## src/core/mer_defs.vh

```
// Register offsets, field positions and reset values of the result bank
`ifndef MER_DEFS_VH
`define MER_DEFS_VH
`define MER_OFF_SM4_EVENTS   8'h23
`define MER_OFF_SM5_EVENTS   8'h24
`define MER_OFF_SM6_EVENTS   8'h25
`define MER_OFF_SM7_EVENTS   8'h26
`define MER_OFF_SM8_EVENTS   8'h27
`define MER_OFF_COUNT_LOW    8'h28
`define MER_OFF_COUNT_HIGH   8'h29
`define MER_OFF_PEDO_SRC     8'h2A
`define MER_OFF_INIT_REQ     8'h2C
`define MER_OFF_DELTA_LOW    8'hAA
`define MER_OFF_DELTA_HIGH   8'hAB
`define MER_OFF_ACCESS_CFG   8'h3F
`define MER_ADDR_W           8
`define MER_SRC_RST_BIT      7
`define MER_SRC_DET_BIT      5
`define MER_SRC_WIN_BIT      4
`define MER_SRC_OVF_BIT      3
`define MER_SRC_INC_BIT      2
`define MER_SRC_WR_MASK      8'h80
`define MER_INIT_LC_BIT      7
`define MER_INIT_SM_BIT      5
`define MER_INIT_TILT_BIT    4
`define MER_INIT_PEDO_BIT    3
`define MER_INIT_WR_MASK     8'hB8
`define MER_ACC_EN_BIT       7
`define MER_ACC_WR_MASK      8'h80
`define MER_ZERO8            8'h00
`define MER_ZERO16           16'h0000
`define MER_ONE16            16'h0001
`define MER_ALL16            16'hFFFF
`define MER_ZERO32           32'h0000_0000
`endif

```

## src/core/mer_result_regs.v

```verilog
// APB register bank for motion engine results and init requests
// Functional notes
// - Read-only state machine four events at 23h
// - Read-only state machine five events at 24h
// - Read-only state machine six events at 25h
// - Read-only state machine seven events at 26h
// - Read-only state machine eight events at 27h
// - Event flag reads one when detected
// - Step count low at 28h, high 29h
// - Top bit of 2Ah resets step counter
// - Step detected bit shows detection event
// - Window bit shows steps in delta time
// - Overflow bit set when count reaches 2^16
// - Increment bit set when count increases
// - Nonzero delta period keeps increment bit zero
// - Init bit for early learning core
// - Init bit for significant motion
// - Init bit for tilt algorithm
// - Init bit for pedometer algorithm
`timescale 1ns/10ps
`include "mer_defs.vh"

module mer_result_regs (
  input  wire        clk_sys_i,
  input  wire        rst_i,
  input  wire        psel_i,
  input  wire        penable_i,
  input  wire        pwrite_i,
  input  wire [31:0] paddr_i,
  input  wire [31:0] pwdata_i,
  input  wire [3:0]  pstrb_i,
  output wire        pready_o,
  output reg  [31:0] prdata_o,
  output wire        pslverr_o,
  input  wire [7:0]  sm4_events_i,
  input  wire [7:0]  sm5_events_i,
  input  wire [7:0]  sm6_events_i,
  input  wire [7:0]  sm7_events_i,
  input  wire [7:0]  sm8_events_i,
  input  wire        step_pulse_i,
  input  wire        step_detected_i,
  input  wire        steps_in_window_i,
  output wire        step_count_reset_o,
  output reg         learning_core_early_init_o,
  output reg         significant_motion_init_o,
  output reg         tilt_init_o,
  output reg         pedometer_algo_init_o,
  output wire        embedded_page_access_enable_o
);

  reg  [7:0]  sm_events [0:4];
  reg  [15:0] step_count;
  reg         overflow_flag;
  reg         count_increment_flag;
  reg         detected_flag;
  reg         window_flag;
  reg  [7:0]  pedo_src_ctrl;
  reg  [7:0]  delta_low;
  reg  [7:0]  delta_high;
  reg  [7:0]  access_configuration;
  reg  [7:0]  rd_byte;
  reg         rd_hit;
  reg  [7:0]  next_init;
  reg  [7:0]  init_pending;

  wire [7:0]  word_off;
  wire        aligned;
  wire        wr_en;
  wire        rd_en;
  wire        delta_zero;
  wire        count_run;

  // Registers sit one per aligned word: byte address is offset times four
  assign word_off  = paddr_i[9:2];
  assign aligned   = (paddr_i[1:0] == 2'b00) && (paddr_i[31:10] == 22'd0);
  assign wr_en     = psel_i && penable_i && pwrite_i && pstrb_i[0];
  assign rd_en     = psel_i && penable_i && !pwrite_i;
  assign pready_o  = 1'b1;
  assign pslverr_o = psel_i && penable_i && !(aligned && rd_hit);

  assign step_count_reset_o = pedo_src_ctrl[`MER_SRC_RST_BIT];
  assign embedded_page_access_enable_o =
    access_configuration[`MER_ACC_EN_BIT];
  assign delta_zero = ({delta_high, delta_low} == `MER_ZERO16);
  // Counting halts while reset is held; the overflowed count sticks at max
  assign count_run  = step_pulse_i && !step_count_reset_o && !overflow_flag;

  // Event registers track the state machines' live outputs
  always @(posedge clk_sys_i) begin
    if (rst_i) begin
      sm_events[0] <= `MER_ZERO8;
      sm_events[1] <= `MER_ZERO8;
      sm_events[2] <= `MER_ZERO8;
      sm_events[3] <= `MER_ZERO8;
      sm_events[4] <= `MER_ZERO8;
    end else begin
      sm_events[0] <= sm4_events_i;
      sm_events[1] <= sm5_events_i;
      sm_events[2] <= sm6_events_i;
      sm_events[3] <= sm7_events_i;
      sm_events[4] <= sm8_events_i;
    end
  end

  // Step counter and pedometer status
  always @(posedge clk_sys_i) begin
    if (rst_i) begin
      step_count           <= `MER_ZERO16;
      overflow_flag        <= 1'b0;
      count_increment_flag <= 1'b0;
      detected_flag        <= 1'b0;
      window_flag          <= 1'b0;
    end else begin
      detected_flag <= step_detected_i;
      window_flag   <= steps_in_window_i;
      if (step_count_reset_o) begin
        step_count    <= `MER_ZERO16;
        overflow_flag <= 1'b0;
      end else if (count_run) begin
        // A step at all ones is the point where 2^16 is reached; the count holds at all ones
        if (step_count == `MER_ALL16) begin
          overflow_flag <= 1'b1;
        end else begin
          step_count <= step_count + `MER_ONE16;
        end
      end
      // Flag mirrors the increase; a window period suppresses it
      count_increment_flag <= count_run && delta_zero;
    end
  end

  // Writable control registers; reserved bits are masked off on write
  always @(posedge clk_sys_i) begin
    if (rst_i) begin
      pedo_src_ctrl        <= `MER_ZERO8;
      delta_low            <= `MER_ZERO8;
      delta_high           <= `MER_ZERO8;
      access_configuration <= `MER_ZERO8;
      init_pending         <= `MER_ZERO8;
    end else begin
      init_pending <= `MER_ZERO8;
      if (wr_en && aligned) begin
        case (word_off)
          `MER_OFF_PEDO_SRC:
            pedo_src_ctrl <= pwdata_i[7:0] & `MER_SRC_WR_MASK;
          `MER_OFF_INIT_REQ:
            init_pending <= pwdata_i[7:0] & `MER_INIT_WR_MASK;
          `MER_OFF_DELTA_LOW:
            delta_low <= pwdata_i[7:0];
          `MER_OFF_DELTA_HIGH:
            delta_high <= pwdata_i[7:0];
          `MER_OFF_ACCESS_CFG:
            access_configuration <= pwdata_i[7:0] & `MER_ACC_WR_MASK;
          default: begin
          end
        endcase
      end
    end
  end

  // One-shot init strobes, one cycle after the write; register reads zero
  always @* begin
    next_init = init_pending;
  end

  always @(posedge clk_sys_i) begin
    if (rst_i) begin
      learning_core_early_init_o <= 1'b0;
      significant_motion_init_o  <= 1'b0;
      tilt_init_o                <= 1'b0;
      pedometer_algo_init_o      <= 1'b0;
    end else begin
      learning_core_early_init_o <= next_init[`MER_INIT_LC_BIT];
      significant_motion_init_o  <= next_init[`MER_INIT_SM_BIT];
      tilt_init_o                <= next_init[`MER_INIT_TILT_BIT];
      pedometer_algo_init_o      <= next_init[`MER_INIT_PEDO_BIT];
    end
  end

  // Read decode
  always @* begin
    rd_byte = `MER_ZERO8;
    rd_hit  = 1'b1;
    case (word_off)
      `MER_OFF_SM4_EVENTS: rd_byte = sm_events[0];
      `MER_OFF_SM5_EVENTS: rd_byte = sm_events[1];
      `MER_OFF_SM6_EVENTS: rd_byte = sm_events[2];
      `MER_OFF_SM7_EVENTS: rd_byte = sm_events[3];
      `MER_OFF_SM8_EVENTS: rd_byte = sm_events[4];
      `MER_OFF_COUNT_LOW:  rd_byte = step_count[7:0];
      `MER_OFF_COUNT_HIGH: rd_byte = step_count[15:8];
      `MER_OFF_PEDO_SRC: begin
        rd_byte = pedo_src_ctrl;
        rd_byte[`MER_SRC_DET_BIT] = detected_flag;
        rd_byte[`MER_SRC_WIN_BIT] = window_flag;
        rd_byte[`MER_SRC_OVF_BIT] = overflow_flag;
        rd_byte[`MER_SRC_INC_BIT] = count_increment_flag;
      end
      `MER_OFF_INIT_REQ:   rd_byte = `MER_ZERO8;
      `MER_OFF_DELTA_LOW:  rd_byte = delta_low;
      `MER_OFF_DELTA_HIGH: rd_byte = delta_high;
      `MER_OFF_ACCESS_CFG: rd_byte = access_configuration;
      default:             rd_hit  = 1'b0;
    endcase
  end

  // Read data registered at the setup edge, held until the next read
  always @(posedge clk_sys_i) begin
    if (rst_i) begin
      prdata_o <= `MER_ZERO32;
    end else if (psel_i && !penable_i && !pwrite_i) begin
      prdata_o <= {24'd0, (aligned && rd_hit) ? rd_byte : `MER_ZERO8};
    end
  end

endmodule // mer_result_regs

```

## config.mk

```make
export PLATFORM = sky130hd
export DESIGN_NAME = mer_result_regs
export DESIGN_NICKNAME = d
export VERILOG_FILES = /design/src/core/mer_result_regs.v
export VERILOG_INCLUDE_DIRS = /design/src /design/src/core
export SDC_FILE = /design/constraint.sdc
export NUM_CORES = 1
export LEC_CHECK = 0
export BUFFER_PORTS_ARGS = -buffer_cell sky130_fd_sc_hd__buf_4
export CAP_MARGIN = 20
export CORE_MARGIN = 2
export CORE_UTILIZATION = 45
export CTS_CLUSTER_DIAMETER = 50
export DETAILED_ROUTE_END_ITERATION = 16
export PLACE_DENSITY = 0.76
export SYNTH_ARGS = -nofsm -noshare
export SYNTH_HDL_FRONTEND = slang
export SYNTH_SLANG_ARGS = --single-unit
```

## constraint.sdc

```tcl
create_clock -name clk_sys_i -period 2.1 [get_ports clk_sys_i]
set_clock_uncertainty 0.15 [all_clocks]
set_input_delay 0.105 -clock clk_sys_i [delete_from_list [all_inputs] [get_ports clk_sys_i]]
set_output_delay 0.105 -clock clk_sys_i [all_outputs]
set_load 0.03 [all_outputs]
```

==> results_dict.tcl <==
set metrics [dict create \
    status "finished, final reports clean" \
    ios 156 \
    portBuffers 103 \
    cp_max_fo 4 \
    synth_flop_cell "dfxtp_1" \
    setup_viol 0 \
    power_w 0.00369 \
    routed.top_layer "met4" \
    synth-seq-cells 94 \
    final_cell_mix "buf_4 (125), dfxtp_1 (94), dlygate4sd3_1 (51)" \
    drtIter0Drc 289 \
    synth_xor_area_frac 0.0242 \
    reg2reg_setup_slack_ns 0.07 \
    core-area_um2 9280 \
    max_stage_delay_ns 0.53 \
    final_common_cell "buf_4" \
    fin_crit_ns 2.03 \
    dr.pass1.iters 5 \
    rsz0062_at_grt "no" \
    dpl_cell_area_um2 5250 \
    slowest_stage "a2111oi_0" \
    rows 35 \
    cellLeakagePower_nw 2.47 \
    synthSimpleGateAreaFrac 0.264 \
    crit_required_ns 2.19 \
    initial_core_util 0.468 \
    grt_pass1_vias 3840 \
    route.antenna.remaining_nets 0 \
    drc 0 \
    worst_slew_pin_slew_ns 0.558 \
    synth_enable_flop_cells 0 \
    synth_compound_gate_area_share 0.107 \
    overflow 0 \
    met1_length_um 5280 \
    synth_adder_area_share 0.00288 \
    hold_viol 0 \
    crit_type "flip-flop to flip-flop" \
    ir_drop_uv 332 \
    nets 744 \
    drt-total-wl_um 12200 \
    fin_crit_sh 0.968 \
    maxSlewHeadroom 0.619 \
    synth_top_family_by_area "simple AND/OR/NAND/NOR gates" \
    fp.dieH_um 102 \
    arrival_ns 2.12 \
    grt_pass1_wl_um 18900 \
    grt_max_degree 39 \
    htree_levels 3 \
    cap_viol_max_count 0 \
    antenna_found_initial 0 \
    worstSetupEndpointType "flip-flop" \
    grt_usage 0.237 \
    clkLatencyLatePin_ns 0.35 \
    hp-class "input port to flip-flop" \
    clkTransAtPathRegs_ns 0.10 \
    postSynth.asyncResetShare 0 \
    viasPerCell 5.17 \
    syn_area_per_cell_um2 9.32 \
    muxShareOfSynthArea 0.0916 \
    cts_tree "yes" \
    cts_max_path_buffers 2 \
    die_w_um 102 \
    drive_gt1_frac 0.256 \
    synth_cell_types 58 \
    ys_seq_area_frac 0.433 \
    num_antenna_cells 0 \
    drv_slew 0 \
    pwr_density_cell_nw_per_um2 616 \
    wl_per_cell_um 16.1 \
    max_freq_mhz 492 \
    dr_wl_met3_um 854 \
    cts_made_buffers 9 \
    start_kind "flip-flop" \
    design_area_um2 5990 \
    path_cells "ha_1, and3_1, and4_1, a2111oi_0, xnor2_1, nor2_1" \
    synth_area_um2 4340 \
    netlist_instances 466 \
    routed-via-count 3935 \
    syn_to_final_growth_pct 37.9 \
    place.gp.congestion 0.897 \
    r2r.worst_path.cells 6 \
    cts-root-buf "clkbuf_8" \
    yosys_warnings 0 \
    clock_sinks 94 \
    wl_met2_um 5890 \
    worstHoldPathCells 2 \
    die_area_um2 10500 \
    setup-tns-final_ns 0 \
    dp.final_hpwl_um 8750 \
]
-- stage by stage --
stage | cells | hold WS [ns] | setup slack [ns] | utilization
3_5_place_dp | 694 | 0.170 | 0.0336 | 0.565
3_3_place_gp | 694 | 0.166 | 0.0754 | 0.565
6_report | 761 | 0.00916 | 0.0673 | 0.645
4_1_cts | 761 | 0.00352 | 0.0698 | 0.645
5_1_grt | 761 | 0.0112 | 0.00137 | 0.645
2_1_floorplan | 489 | 0.0767 | 0.0848 | -
-- layer usage --
metal  global-route usage  vias up
li1                     -     1926
met5                    0        -
met3               0.0451       15
met1                0.304     1804
met4               0.0718        0
met2                0.404      190
-- final cells by class --
cell class,count,area (um2)
clock buffer,10,138
clock inverter,6,91.3
fill,750,3290
inverter,7,26.3
multi-input combinational,338,2220
sequential,94,1880
tap,129,161
timing repair buffer,177,1470
-- flip-flops by register name (all words and copies together) (netlist names) --
signal / count
delta_low: 8
learning_core_early_init_o: 1
sm_events: 40
pedo_src_ctrl: 1
init_pending: 4
delta_high: 8
window_flag: 1
count_increment_flag: 1
step_count: 16
detected_flag: 1
tilt_init_o: 1
significant_motion_init_o: 1
prdata_o: 8
overflow_flag: 1
pedometer_algo_init_o: 1
access_configuration: 1
-- cells in the mapped netlist, types with 3 or more instances --
master | n | area share
dfxtp_1 | 94 | 0.43
nor2b_1 | 49 | 0.071
nor2_1 | 41 | 0.035
mux2i_1 | 33 | 0.076
buf_4 | 27 | 0.047
nand2_1 | 24 | 0.021
clkbuf_1 | 13 | 0.011
nor3_1 | 13 | 0.015
nand3_1 | 12 | 0.014
xnor2_1 | 12 | 0.024
a221oi_1 | 11 | 0.022
nor4_1 | 10 | 0.014
a21oi_1 | 9 | 0.010
buf_2 | 9 | 0.010
o21ai_0 | 9 | 0.010
a22oi_1 | 8 | 0.014
inv_1 | 7 | 0.0060
and2_1 | 6 | 0.0086
a31oi_1 | 5 | 0.0072
and3_1 | 5 | 0.0072
o22ai_1 | 5 | 0.0072
a211oi_1 | 4 | 0.0069
and4_1 | 4 | 0.0081
mux2_2 | 4 | 0.010
nand4_1 | 4 | 0.0058
nor4_2 | 3 | 0.0086
nor4b_1 | 3 | 0.0060
-- power by group --
part	switching, W	internal [W]	total [W]
Clock	0.000655	0.000713	0.00137
Combinational	0.000231	0.000249	0.000480
Sequential	0.0000169	0.00183	0.00185
-- final timing paths --
| kind | start | end |
|---|---|---|
| worst max register to register | step_count[1]$_SDFFE_PP0P_ | step_count[11]$_SDFFE_PP0P_ |
| worst max-delay path | step_count[1]$_SDFFE_PP0P_ | step_count[11]$_SDFFE_PP0P_ |
| worst min-delay path | rst_i | delta_high[3]$_SDFFE_PP0P_ |
| worst min register to register | init_pending[3]$_SDFF_PP0_ | pedometer_algo_init_o$_SDFF_PP0_ |
-- kinds of logic (layout without fill, tap and decap cells) --
kind of cell / Yosys count / after routing
xor gates and xnor gates: 12 / 12
buffers and inverters: 57 / 200
AOI/OAI and AO/OA: 66 / 66
adders and majority gates: 1 / 1
other: 2 / 25
and+or+nand+nor: 196 / 196
muxes: 38 / 38
DFF: 94 / 94
-- worst max-delay path, delay by kind of cell (launching register included) --
family,cells,cell delay (ns)
AO/OA/AOI/OAI,1,0.53
XOR/XNOR,1,0.18
adder cells (fa/ha/maj),1,0.23
flip-flops,1,0.38
AND/OR/NAND/NOR,3,0.45
-- timing repair --
item | in CTS | in global routing
hold buffers | 51 | 0
setup endpoints to repair | 0 | 1
setup buffers | 0 | 0
endpoints found under the hold margin | 65 | 0
resized for setup | 0 | 1
Power figures use the tool's default switching activity.
